$ cat src/hw/qpc_pkg.sv
package qpc_pkg;

    // Register map, byte addresses on the software port.
    localparam logic [7:0] CTRL_ADDR = 8'h00;
    localparam logic [7:0] LOAD_ADDR = 8'h04;
    localparam logic [7:0] COUNT_ADDR = 8'h08;
    localparam logic [7:0] FREQ_ADDR = 8'h0C;
    localparam logic [7:0] STATUS_ADDR = 8'h10;

    // Control register field positions.
    localparam int CTRL_MODE_LSB = 0;
    localparam int CTRL_BAND_BIT = 2;
    localparam int CTRL_FREEZE_BIT = 3;
    localparam int CTRL_IDX_EN_BIT = 4;
    localparam int CTRL_ES_EN_BIT = 5;
    localparam int CTRL_LOAD_BIT = 6;
    localparam int CTRL_WIDTH = 7;

    // Status register field positions.
    localparam int STAT_A_BIT = 0;
    localparam int STAT_B_BIT = 1;
    localparam int STAT_IDX_BIT = 2;
    localparam int STAT_ES_BIT = 3;

    localparam int COUNT_W = 32;
    localparam int FREQ_W = 16;
    localparam int WIN_W = 28;

    typedef enum logic [1:0] {
        QPC_STEP_DIR,
        QPC_DUAL_PULSE,
        QPC_QUAD
    } qpc_mode_t;

    typedef enum logic {
        QPC_BAND_LOW,
        QPC_BAND_HIGH
    } qpc_band_t;

    // Reset values.
    localparam logic [CTRL_WIDTH-1:0] CTRL_RESET = 7'h00;
    localparam logic [COUNT_W-1:0] LOAD_RESET = 32'h00000000;
    localparam logic [COUNT_W-1:0] COUNT_RESET = 32'h00000000;
    localparam logic [FREQ_W-1:0] FREQ_RESET = 16'h0000;

    // Measurement windows and the clock rate they are counted in.
    localparam longint CLK_HZ = 200000000;
    localparam longint WIN_LOW_MS = 1000;
    localparam longint WIN_HIGH_MS = 200;
    localparam int WIN_LOW_CYCLES = int'(WIN_LOW_MS * CLK_HZ / 1000);
    localparam int WIN_HIGH_CYCLES = int'(WIN_HIGH_MS * CLK_HZ / 1000);

endpackage

$ cat src/hw/qpc_top.sv
// Function
// - Each of the four field inputs is mirrored to its own status bit.
// - Step/direction mode counts first-input pulses, direction from second input.
// - Dual-pulse mode counts up on first input, down on second input.
// - Quadrature mode counts up when first leads, down when second leads.
// - Step/direction is the mode after reset.
// - A band select chooses low rates (to 30 kHz) or high rates (from 30 kHz).
// - Frequency window is 1 s in the low band, 200 ms in the high band.
// - The pulse total of each window is reported as a 16-bit signed value.
// - The count is always presented as a 32-bit signed value.
// - Freeze stops counting but not presets; release resumes from the held value.
// - Any active preset source loads the count with the load value.
// - With index load enabled, the index rising edge loads the count.
// - With end-stop load enabled, the end-stop rising edge loads the count.
// - Both load enables reset disabled; then those inputs never touch the count.
// - While load request is one, the count is held at the load value.
// - Counting proceeds whether or not the status bits are read.
module qpc_top #(
    parameter int WIN_LOW_CYCLES = qpc_pkg::WIN_LOW_CYCLES,
    parameter int WIN_HIGH_CYCLES = qpc_pkg::WIN_HIGH_CYCLES
) (
    input wire logic CLK,
    input wire logic RESET,
    input wire logic CE,
    input wire logic PULSE_A,
    input wire logic PULSE_B,
    input wire logic INDEX_IN,
    input wire logic END_STOP_IN,
    input wire logic [7:0] ADDR,
    input wire logic [31:0] WDATA,
    input wire logic WR,
    input wire logic RD,
    output logic [31:0] RDATA,
    output logic [31:0] COUNT_VALUE,
    output logic [15:0] FREQ_VALUE,
    output logic [3:0] INPUT_LEVEL
);

    localparam logic [qpc_pkg::WIN_W-1:0] WIN_LOW_LAST = qpc_pkg::WIN_W'(WIN_LOW_CYCLES - 1);
    localparam logic [qpc_pkg::WIN_W-1:0] WIN_HIGH_LAST = qpc_pkg::WIN_W'(WIN_HIGH_CYCLES - 1);

    logic [qpc_pkg::CTRL_WIDTH-1:0] ctrl_q;
    logic [qpc_pkg::CTRL_WIDTH-1:0] ctrl_d;
    logic [31:0] load_q;
    logic [31:0] load_d;
    logic [31:0] count_q;
    logic [31:0] count_d;
    logic [15:0] freq_q;
    logic [15:0] freq_d;
    logic [15:0] acc_q;
    logic [15:0] acc_d;
    logic [qpc_pkg::WIN_W-1:0] win_q;
    logic [qpc_pkg::WIN_W-1:0] win_d;
    logic [3:0] in_q;
    logic [31:0] rdata_q;
    logic [31:0] rdata_d;

    // Control fields.
    wire qpc_pkg::qpc_mode_t mode = qpc_pkg::qpc_mode_t'(ctrl_q[qpc_pkg::CTRL_MODE_LSB +: 2]);
    wire qpc_pkg::qpc_band_t band = qpc_pkg::qpc_band_t'(ctrl_q[qpc_pkg::CTRL_BAND_BIT]);
    wire freeze = ctrl_q[qpc_pkg::CTRL_FREEZE_BIT];
    wire idx_load_en = ctrl_q[qpc_pkg::CTRL_IDX_EN_BIT];
    wire es_load_en = ctrl_q[qpc_pkg::CTRL_ES_EN_BIT];
    wire load_request = ctrl_q[qpc_pkg::CTRL_LOAD_BIT];

    // Previous sampled levels of the field inputs.
    wire a_old = in_q[qpc_pkg::STAT_A_BIT];
    wire b_old = in_q[qpc_pkg::STAT_B_BIT];
    wire idx_old = in_q[qpc_pkg::STAT_IDX_BIT];
    wire es_old = in_q[qpc_pkg::STAT_ES_BIT];

    wire a_rise = PULSE_A & ~a_old;
    wire b_rise = PULSE_B & ~b_old;
    wire a_edge = PULSE_A ^ a_old;
    wire b_edge = PULSE_B ^ b_old;

    // Register port decode.
    wire wr_ctrl = WR & (ADDR == qpc_pkg::CTRL_ADDR);
    wire wr_load = WR & (ADDR == qpc_pkg::LOAD_ADDR);
    wire rd_ctrl = ADDR == qpc_pkg::CTRL_ADDR;
    wire rd_load = ADDR == qpc_pkg::LOAD_ADDR;
    wire rd_count = ADDR == qpc_pkg::COUNT_ADDR;
    wire rd_freq = ADDR == qpc_pkg::FREQ_ADDR;
    wire rd_stat = ADDR == qpc_pkg::STATUS_ADDR;

    // Step/direction: one count per rising edge of the pulse input.
    wire sd_step = a_rise;
    wire sd_up = PULSE_B;

    // Dual pulse: simultaneous up and down pulses cancel.
    wire dp_up = a_rise & ~b_rise;
    wire dp_dn = b_rise & ~a_rise;

    // Quadrature, counting every edge of both inputs. A change of both inputs
    // in one sample is a lost phase and is ignored rather than guessed.
    wire q_valid = a_edge ^ b_edge;
    wire q_up_a = a_edge & (PULSE_A ^ b_old);
    wire q_up_b = b_edge & ~(PULSE_B ^ a_old);
    wire q_up = q_valid & (q_up_a | q_up_b);
    wire q_dn = q_valid & ~(q_up_a | q_up_b);

    logic step_up;
    logic step_dn;

    always_comb begin
        unique case (mode)
            qpc_pkg::QPC_DUAL_PULSE: begin
                step_up = dp_up;
                step_dn = dp_dn;
            end
            qpc_pkg::QPC_QUAD: begin
                step_up = q_up;
                step_dn = q_dn;
            end
            // The unused code counts as step/direction.
            default: begin
                step_up = sd_step & sd_up;
                step_dn = sd_step & ~sd_up;
            end
        endcase
    end

    // Preset sources. With the enables clear, the index and end-stop inputs
    // only reach the status bits.
    wire idx_load = idx_load_en & INDEX_IN & ~idx_old;
    wire es_load = es_load_en & END_STOP_IN & ~es_old;
    wire preset = load_request | idx_load | es_load;

    wire counting = ~preset & ~freeze;
    wire count_up = counting & step_up;
    wire count_dn = counting & step_dn;

    always_comb begin
        count_d = count_q;
        if (preset) begin
            count_d = load_q;
        end else if (count_up) begin
            count_d = count_q + 32'h00000001;
        end else if (count_dn) begin
            count_d = count_q - 32'h00000001;
        end
    end

    // Frequency window. A band change takes effect at once: a window already
    // past the new length ends on the next cycle.
    wire [qpc_pkg::WIN_W-1:0] win_last = (band == qpc_pkg::QPC_BAND_HIGH) ? WIN_HIGH_LAST : WIN_LOW_LAST;
    wire win_end = win_q >= win_last;

    // Net pulses accepted into the count this window.
    logic [15:0] acc_step;

    always_comb begin
        acc_step = acc_q;
        if (count_up) begin
            acc_step = acc_q + 16'h0001;
        end else if (count_dn) begin
            acc_step = acc_q - 16'h0001;
        end
    end

    always_comb begin
        win_d = win_q + qpc_pkg::WIN_W'(1);
        acc_d = acc_step;
        freq_d = freq_q;
        if (win_end) begin
            win_d = '0;
            acc_d = 16'h0000;
            freq_d = acc_step;
        end
    end

    // Software writes. Load request is a level held by software.
    always_comb begin
        ctrl_d = ctrl_q;
        load_d = load_q;
        if (wr_ctrl) begin
            ctrl_d = WDATA[qpc_pkg::CTRL_WIDTH-1:0];
        end
        if (wr_load) begin
            load_d = WDATA;
        end
    end

    // Read data stand for exactly one cycle after the strobe.
    always_comb begin
        rdata_d = 32'h00000000;
        if (RD) begin
            if (rd_ctrl) begin
                rdata_d = {25'h0000000, ctrl_q};
            end else if (rd_load) begin
                rdata_d = load_q;
            end else if (rd_count) begin
                rdata_d = count_q;
            end else if (rd_freq) begin
                rdata_d = {{16{freq_q[15]}}, freq_q};
            end else if (rd_stat) begin
                rdata_d = {28'h0000000, in_q};
            end
        end
    end

    always_ff @(posedge CLK or posedge RESET) begin
        if (RESET) begin
            ctrl_q <= qpc_pkg::CTRL_RESET;
            load_q <= qpc_pkg::LOAD_RESET;
        end else if (CE) begin
            ctrl_q <= ctrl_d;
            load_q <= load_d;
        end
    end

    // The count runs regardless of status reads.
    always_ff @(posedge CLK or posedge RESET) begin
        if (RESET) begin
            count_q <= qpc_pkg::COUNT_RESET;
        end else if (CE) begin
            count_q <= count_d;
        end
    end

    always_ff @(posedge CLK or posedge RESET) begin
        if (RESET) begin
            win_q <= '0;
            acc_q <= qpc_pkg::FREQ_RESET;
            freq_q <= qpc_pkg::FREQ_RESET;
        end else if (CE) begin
            win_q <= win_d;
            acc_q <= acc_d;
            freq_q <= freq_d;
        end
    end

    // Input levels double as the edge history and the status mirror.
    always_ff @(posedge CLK or posedge RESET) begin
        if (RESET) begin
            in_q <= 4'h0;
        end else if (CE) begin
            in_q <= {END_STOP_IN, INDEX_IN, PULSE_B, PULSE_A};
        end
    end

    always_ff @(posedge CLK or posedge RESET) begin
        if (RESET) begin
            rdata_q <= 32'h00000000;
        end else if (CE) begin
            rdata_q <= rdata_d;
        end
    end

    assign RDATA = rdata_q;
    assign COUNT_VALUE = count_q;
    assign FREQ_VALUE = freq_q;
    assign INPUT_LEVEL = in_q;

endmodule

$ cat config.mk
export PLATFORM = sky130hd
export DESIGN_NAME = qpc_top
export DESIGN_NICKNAME = d
export VERILOG_FILES = /design/src/hw/qpc_pkg.sv /design/src/hw/qpc_top.sv
export SDC_FILE = /design/constraint.sdc
export NUM_CORES = 1
export LEC_CHECK = 0
export BUFFER_PORTS_ARGS = -buffer_cell sky130_fd_sc_hd__clkbuf_2
export CELL_PAD_IN_SITES_DETAIL_PLACEMENT = 0
export CELL_PAD_IN_SITES_GLOBAL_PLACEMENT = 2
export CORE_MARGIN = 3
export CORE_UTILIZATION = 35
export CTS_CLUSTER_DIAMETER = 100
export CTS_CLUSTER_SIZE = 30
export DETAILED_ROUTE_END_ITERATION = 10
export GPL_ROUTABILITY_DRIVEN = 0
export PLACE_DENSITY = 0.89
export SYNTH_ARGS = -nofsm -noshare
export SYNTH_HDL_FRONTEND = slang
export SYNTH_SLANG_ARGS = --single-unit
$ cat constraint.sdc
create_clock -name CLK -period 13 [get_ports CLK]
set_input_delay 0.65 -clock CLK [delete_from_list [all_inputs] [get_ports CLK]]
set_output_delay 0.65 -clock CLK [all_outputs]
set_load 0.01 [all_outputs]
==> run_results.csv <==
group,metric,value,unit
layout,final_common_cell,"dfrtp_1",
synth,ys_types,77,
worst_setup_path,start_kind,"flip-flop",
worst_setup_path,r2r-start,"INPUT_LEVEL[0]",
timing,worstMarginPinSlew,1.02,ns
clock_network,clkTransAtPathRegs,0.07,ns
floorplanning,boundaryPins,133,
power_and_ir_drop,p_clk_frac,0.353,
worst_setup_path,crit_chain,"inv_1, ha_1, and3b_1, or2b_1, a31oi_4, nand2_1, buf_4, ha_1, a21oi_1, o21ai_0, a2111oi_0, a21oi_1, o21ai_0, a31oi_1, a31oi_1, mux2i_1, nand3_1",
layout,drive_above_1_share,0.213,
clock_network,cts_tree,"done",
detailed_routing,via_per_inst,5.49,
placed_design,placed_cell_area,0.0111,sq mm
clock_network,cts_resized,0,
clock_network,insertion_delay,0.44,ns
timing,fmax,0.203,GHz
detailed_routing,route.detailed.drc,0,
placed_design,dp_cells,1548,
synth,synth_top_area_cell,"dfrtp_1",
clock_network,numCtsBuffers,17,
timing,final.period_utilization,0.379,
clock_network,cts.sinks,167,
layout,instances_no_fill,1578,
synth,async_flop_share,1.00,
layout,area_delta_synth_final,15.4,%
placed_design,hpwl,20200,microns
timing,setup_viol,0,
layout,fin_area,0.0116,sq mm
detailed_routing,vias,8666,
power_and_ir_drop,p_total,1.43,mW
timing,fin_setup_tns,0,ns
worst_setup_path,arrival,5.23,ns
synth,synth.avg_cell_area,9.28,sq um
detailed_routing,post_drt_wl_per_cell,18.4,microns
worst_setup_path,slowest_delay,0.43,ns
detailed_routing,drt_wl_total,29100,microns
clock_network,cts_max_path_buffers,2,
timing,maxSlewViolCount,0,
power_and_ir_drop,seq_power_share,0.403,
power_and_ir_drop,ir_worst_vdd,0.0782,mV
floorplanning,initial_core_util,0.359,
timing,fin_worst_skew,0.0148,ns
detailed_routing,first_pass_iters,5,
power_and_ir_drop,netSwitchingFraction,0.333,
worst_setup_path,cp-startpoint,"INPUT_LEVEL[0]",
grt,antenna_found_initial,1,
placed_design,dp_slack,7.83,ns
layout,fillers,2868,
worst_setup_path,crit_path_max_fanout,22,
clock_network,htree_levels,4,
worst_hold_path,worstHoldPathType,"in -> async",
clock_network,postCtsSetupBuffers,0,
floorplanning,core_area,0.0281,sq mm
synth,synthFlopType,"dfrtp_1",
synth,syn_nets,1182,
floorplanning,die_area,0.0309,sq mm
synth,synth_top_area_share,0.415,
floorplanning,die_w,176,microns
synth,synth_edf_count,0,
outcome,outcome,"finished, final reports clean",
worst_setup_path,crit_buf_inv,2,
clock_network,cts_root_buffer,"clkbuf_16",
detailed_routing,ant_nets,0,
grt,grt_pass1_wl,47000,microns
synth,synthTopCellsByArea,"dfrtp_1 (41%), mux2_2 (7.1%), ha_1 (5.7%)",
flow_run,cap_violations,0,
floorplanning,die_y,176,microns
grt,first_global_vias,8575,
worst_setup_path,critPathSlowestCell,"dfrtp_1",
power_and_ir_drop,p_sw,477,uW
synth,synth-seq-cells,167,
layout,nets,1285,
timing,relSlewSlack,0.316,
timing,fin_crit,4.92,ns
worst_setup_path,criticalPathCategory,"reg -> reg",
power_and_ir_drop,power.internal,955,uW
placed_design,io_buffers,132,
synth,postSynthCellCount,1086,
power_and_ir_drop,pwr-share-comb,0.243,
floorplanning,num_rows,61,
grt,grt_max_degree,95,
layout,num_antenna_cells,0,
grt,overflow,0,
worst_setup_path,crit_required,13.31,ns
grt,grt_usage,0.189,
worst_setup_path,crit_family,"compound AO/OA/AOI/OAI gates",
synth,ys_warn_count,0,
layout,layout_common_cells,"dfrtp_1 (167), clkbuf_2 (132), nand2_1 (129), o21ai_0 (105), a21oi_1 (72)",
worst_setup_path,cp-end-kind,"flip-flop",
synth,synth_area,0.0101,sq mm
clock_network,hold_buffers,0,
power_and_ir_drop,p_leak,5.58,nW
power_and_ir_drop,power_density,123,mW/mm^2
timing,rsz0062_at_grt,"no",
synth,ys_seq_area_frac,0.415,
detailed_routing,drt-initial-drc-count,614,
timing,worst_slack,8.08,ns
timing,hold_violations,0,
## power by group through the flow
stage | Clock [mW] | Sequential, mW | Combinational [mW]
floorplan | 0 | 0.580 | 0.255
global placement | 0 | 0.587 | 0.344
detailed placement | 0 | 0.587 | 0.343
CTS | 0.517 | 0.577 | 0.347
global route | 0.539 | 0.581 | 0.386
finish | 0.506 | 0.578 | 0.349
## worst reg2reg max path, cell delays in order, from the launching register on
cell	delay (ns)
dfrtp_1	0.43
inv_1	0.08
ha_1	0.29
and3b_1	0.23
or2b_1	0.28
a31oi_4	0.32
nand2_1	0.41
buf_4	0.43
ha_1	0.39
a21oi_1	0.26
o21ai_0	0.14
a2111oi_0	0.43
a21oi_1	0.07
o21ai_0	0.25
a31oi_1	0.24
a31oi_1	0.28
mux2i_1	0.21
nand3_1	0.08
## final timing paths
| kind | endpoint | slack (ns) | depth (start not counted) |
|---|---|---|---|
| min in group CLK | load_q[17] | 0.44 | 2 |
| max | COUNT_VALUE[24] | 8.08 | 17 |
| max in group asynchronous | FREQ_VALUE[6] | 11.15 | 3 |
| max reg2reg | COUNT_VALUE[24] | 8.08 | 17 |
| min reg2reg | RDATA[24] | 0.49 | 1 |
| min | load_q[29] | 0.38 | 2 |
## sequential cells by signal, indices dropped and copies added, names as in the netlist
signal,count
ctrl_q,7
acc_q,16
load_q,32
RDATA,32
FREQ_VALUE,16
COUNT_VALUE,32
win_q,28
INPUT_LEVEL,4
## logic make-up after synthesis
kind of cell | after synthesis | synth area share
AOI/OAI and AO/OA | 322 | 0.203
DFF | 167 | 0.415
buffers and inverters | 87 | 0.0348
and+or+nand+nor | 335 | 0.159
muxes | 76 | 0.0848
xor gates and xnor gates | 52 | 0.0452
adders and majority gates | 47 | 0.0591
## synthesized netlist by cell type (3+ instances only)
library cell / n
dfrtp_1: 167
nand2_1: 129
o21ai_0: 105
a21oi_1: 72
mux2_2: 64
nor2_1: 59
ha_1: 46
clkbuf_1: 41
nand3_1: 33
a21o_1: 31
inv_1: 27
xnor2_1: 26
xor2_1: 26
nor3_1: 25
and3_1: 18
o2bb2ai_1: 16
a31oi_1: 14
nor2b_1: 14
o31ai_1: 12
or3_1: 11
mux2i_1: 10
a22oi_1: 9
buf_2: 8
nand4_1: 8
and4_1: 7
o211ai_1: 7
a222oi_1: 6
and2_1: 6
nor4_1: 6
o21bai_1: 6
or2_2: 5
a211oi_1: 4
buf_1: 4
o21ai_1: 4
a31o_2: 3
buf_4: 3
o21a_1: 3
o22ai_1: 3
## per-stage QoR
| stage | utilization | hold slack [ns] |
|---|---|---|
| global route | 0.414 | 0.434 |
| global placement | 0.394 | 0.462 |
| detailed placement | 0.394 | 0.469 |
| finish | 0.414 | 0.382 |
| CTS | 0.414 | 0.430 |
| floorplan | - | 0.443 |
## cell type report
| type | instances | area (sq um) | area share |
|---|---|---|---|
| clock buffers | 17 | 425 | 0.0366 |
| clock inverters | 13 | 139 | 0.0119 |
| inverters | 29 | 114 | 0.00979 |
| multi-input cells | 832 | 5560 | 0.478 |
| flip-flops and latches | 167 | 4180 | 0.359 |
| well taps | 378 | 473 | 0.0407 |
| repair buffers | 142 | 736 | 0.0633 |
## layer usage
layer / share of wire / track usage
met4: 0.014 / 0.0452
met3: 0.047 / 0.0350
met1: 0.50 / 0.276
met2: 0.44 / 0.291
met5: 0.00045 / 0
Note: power is estimated with default switching activity, not from simulation.
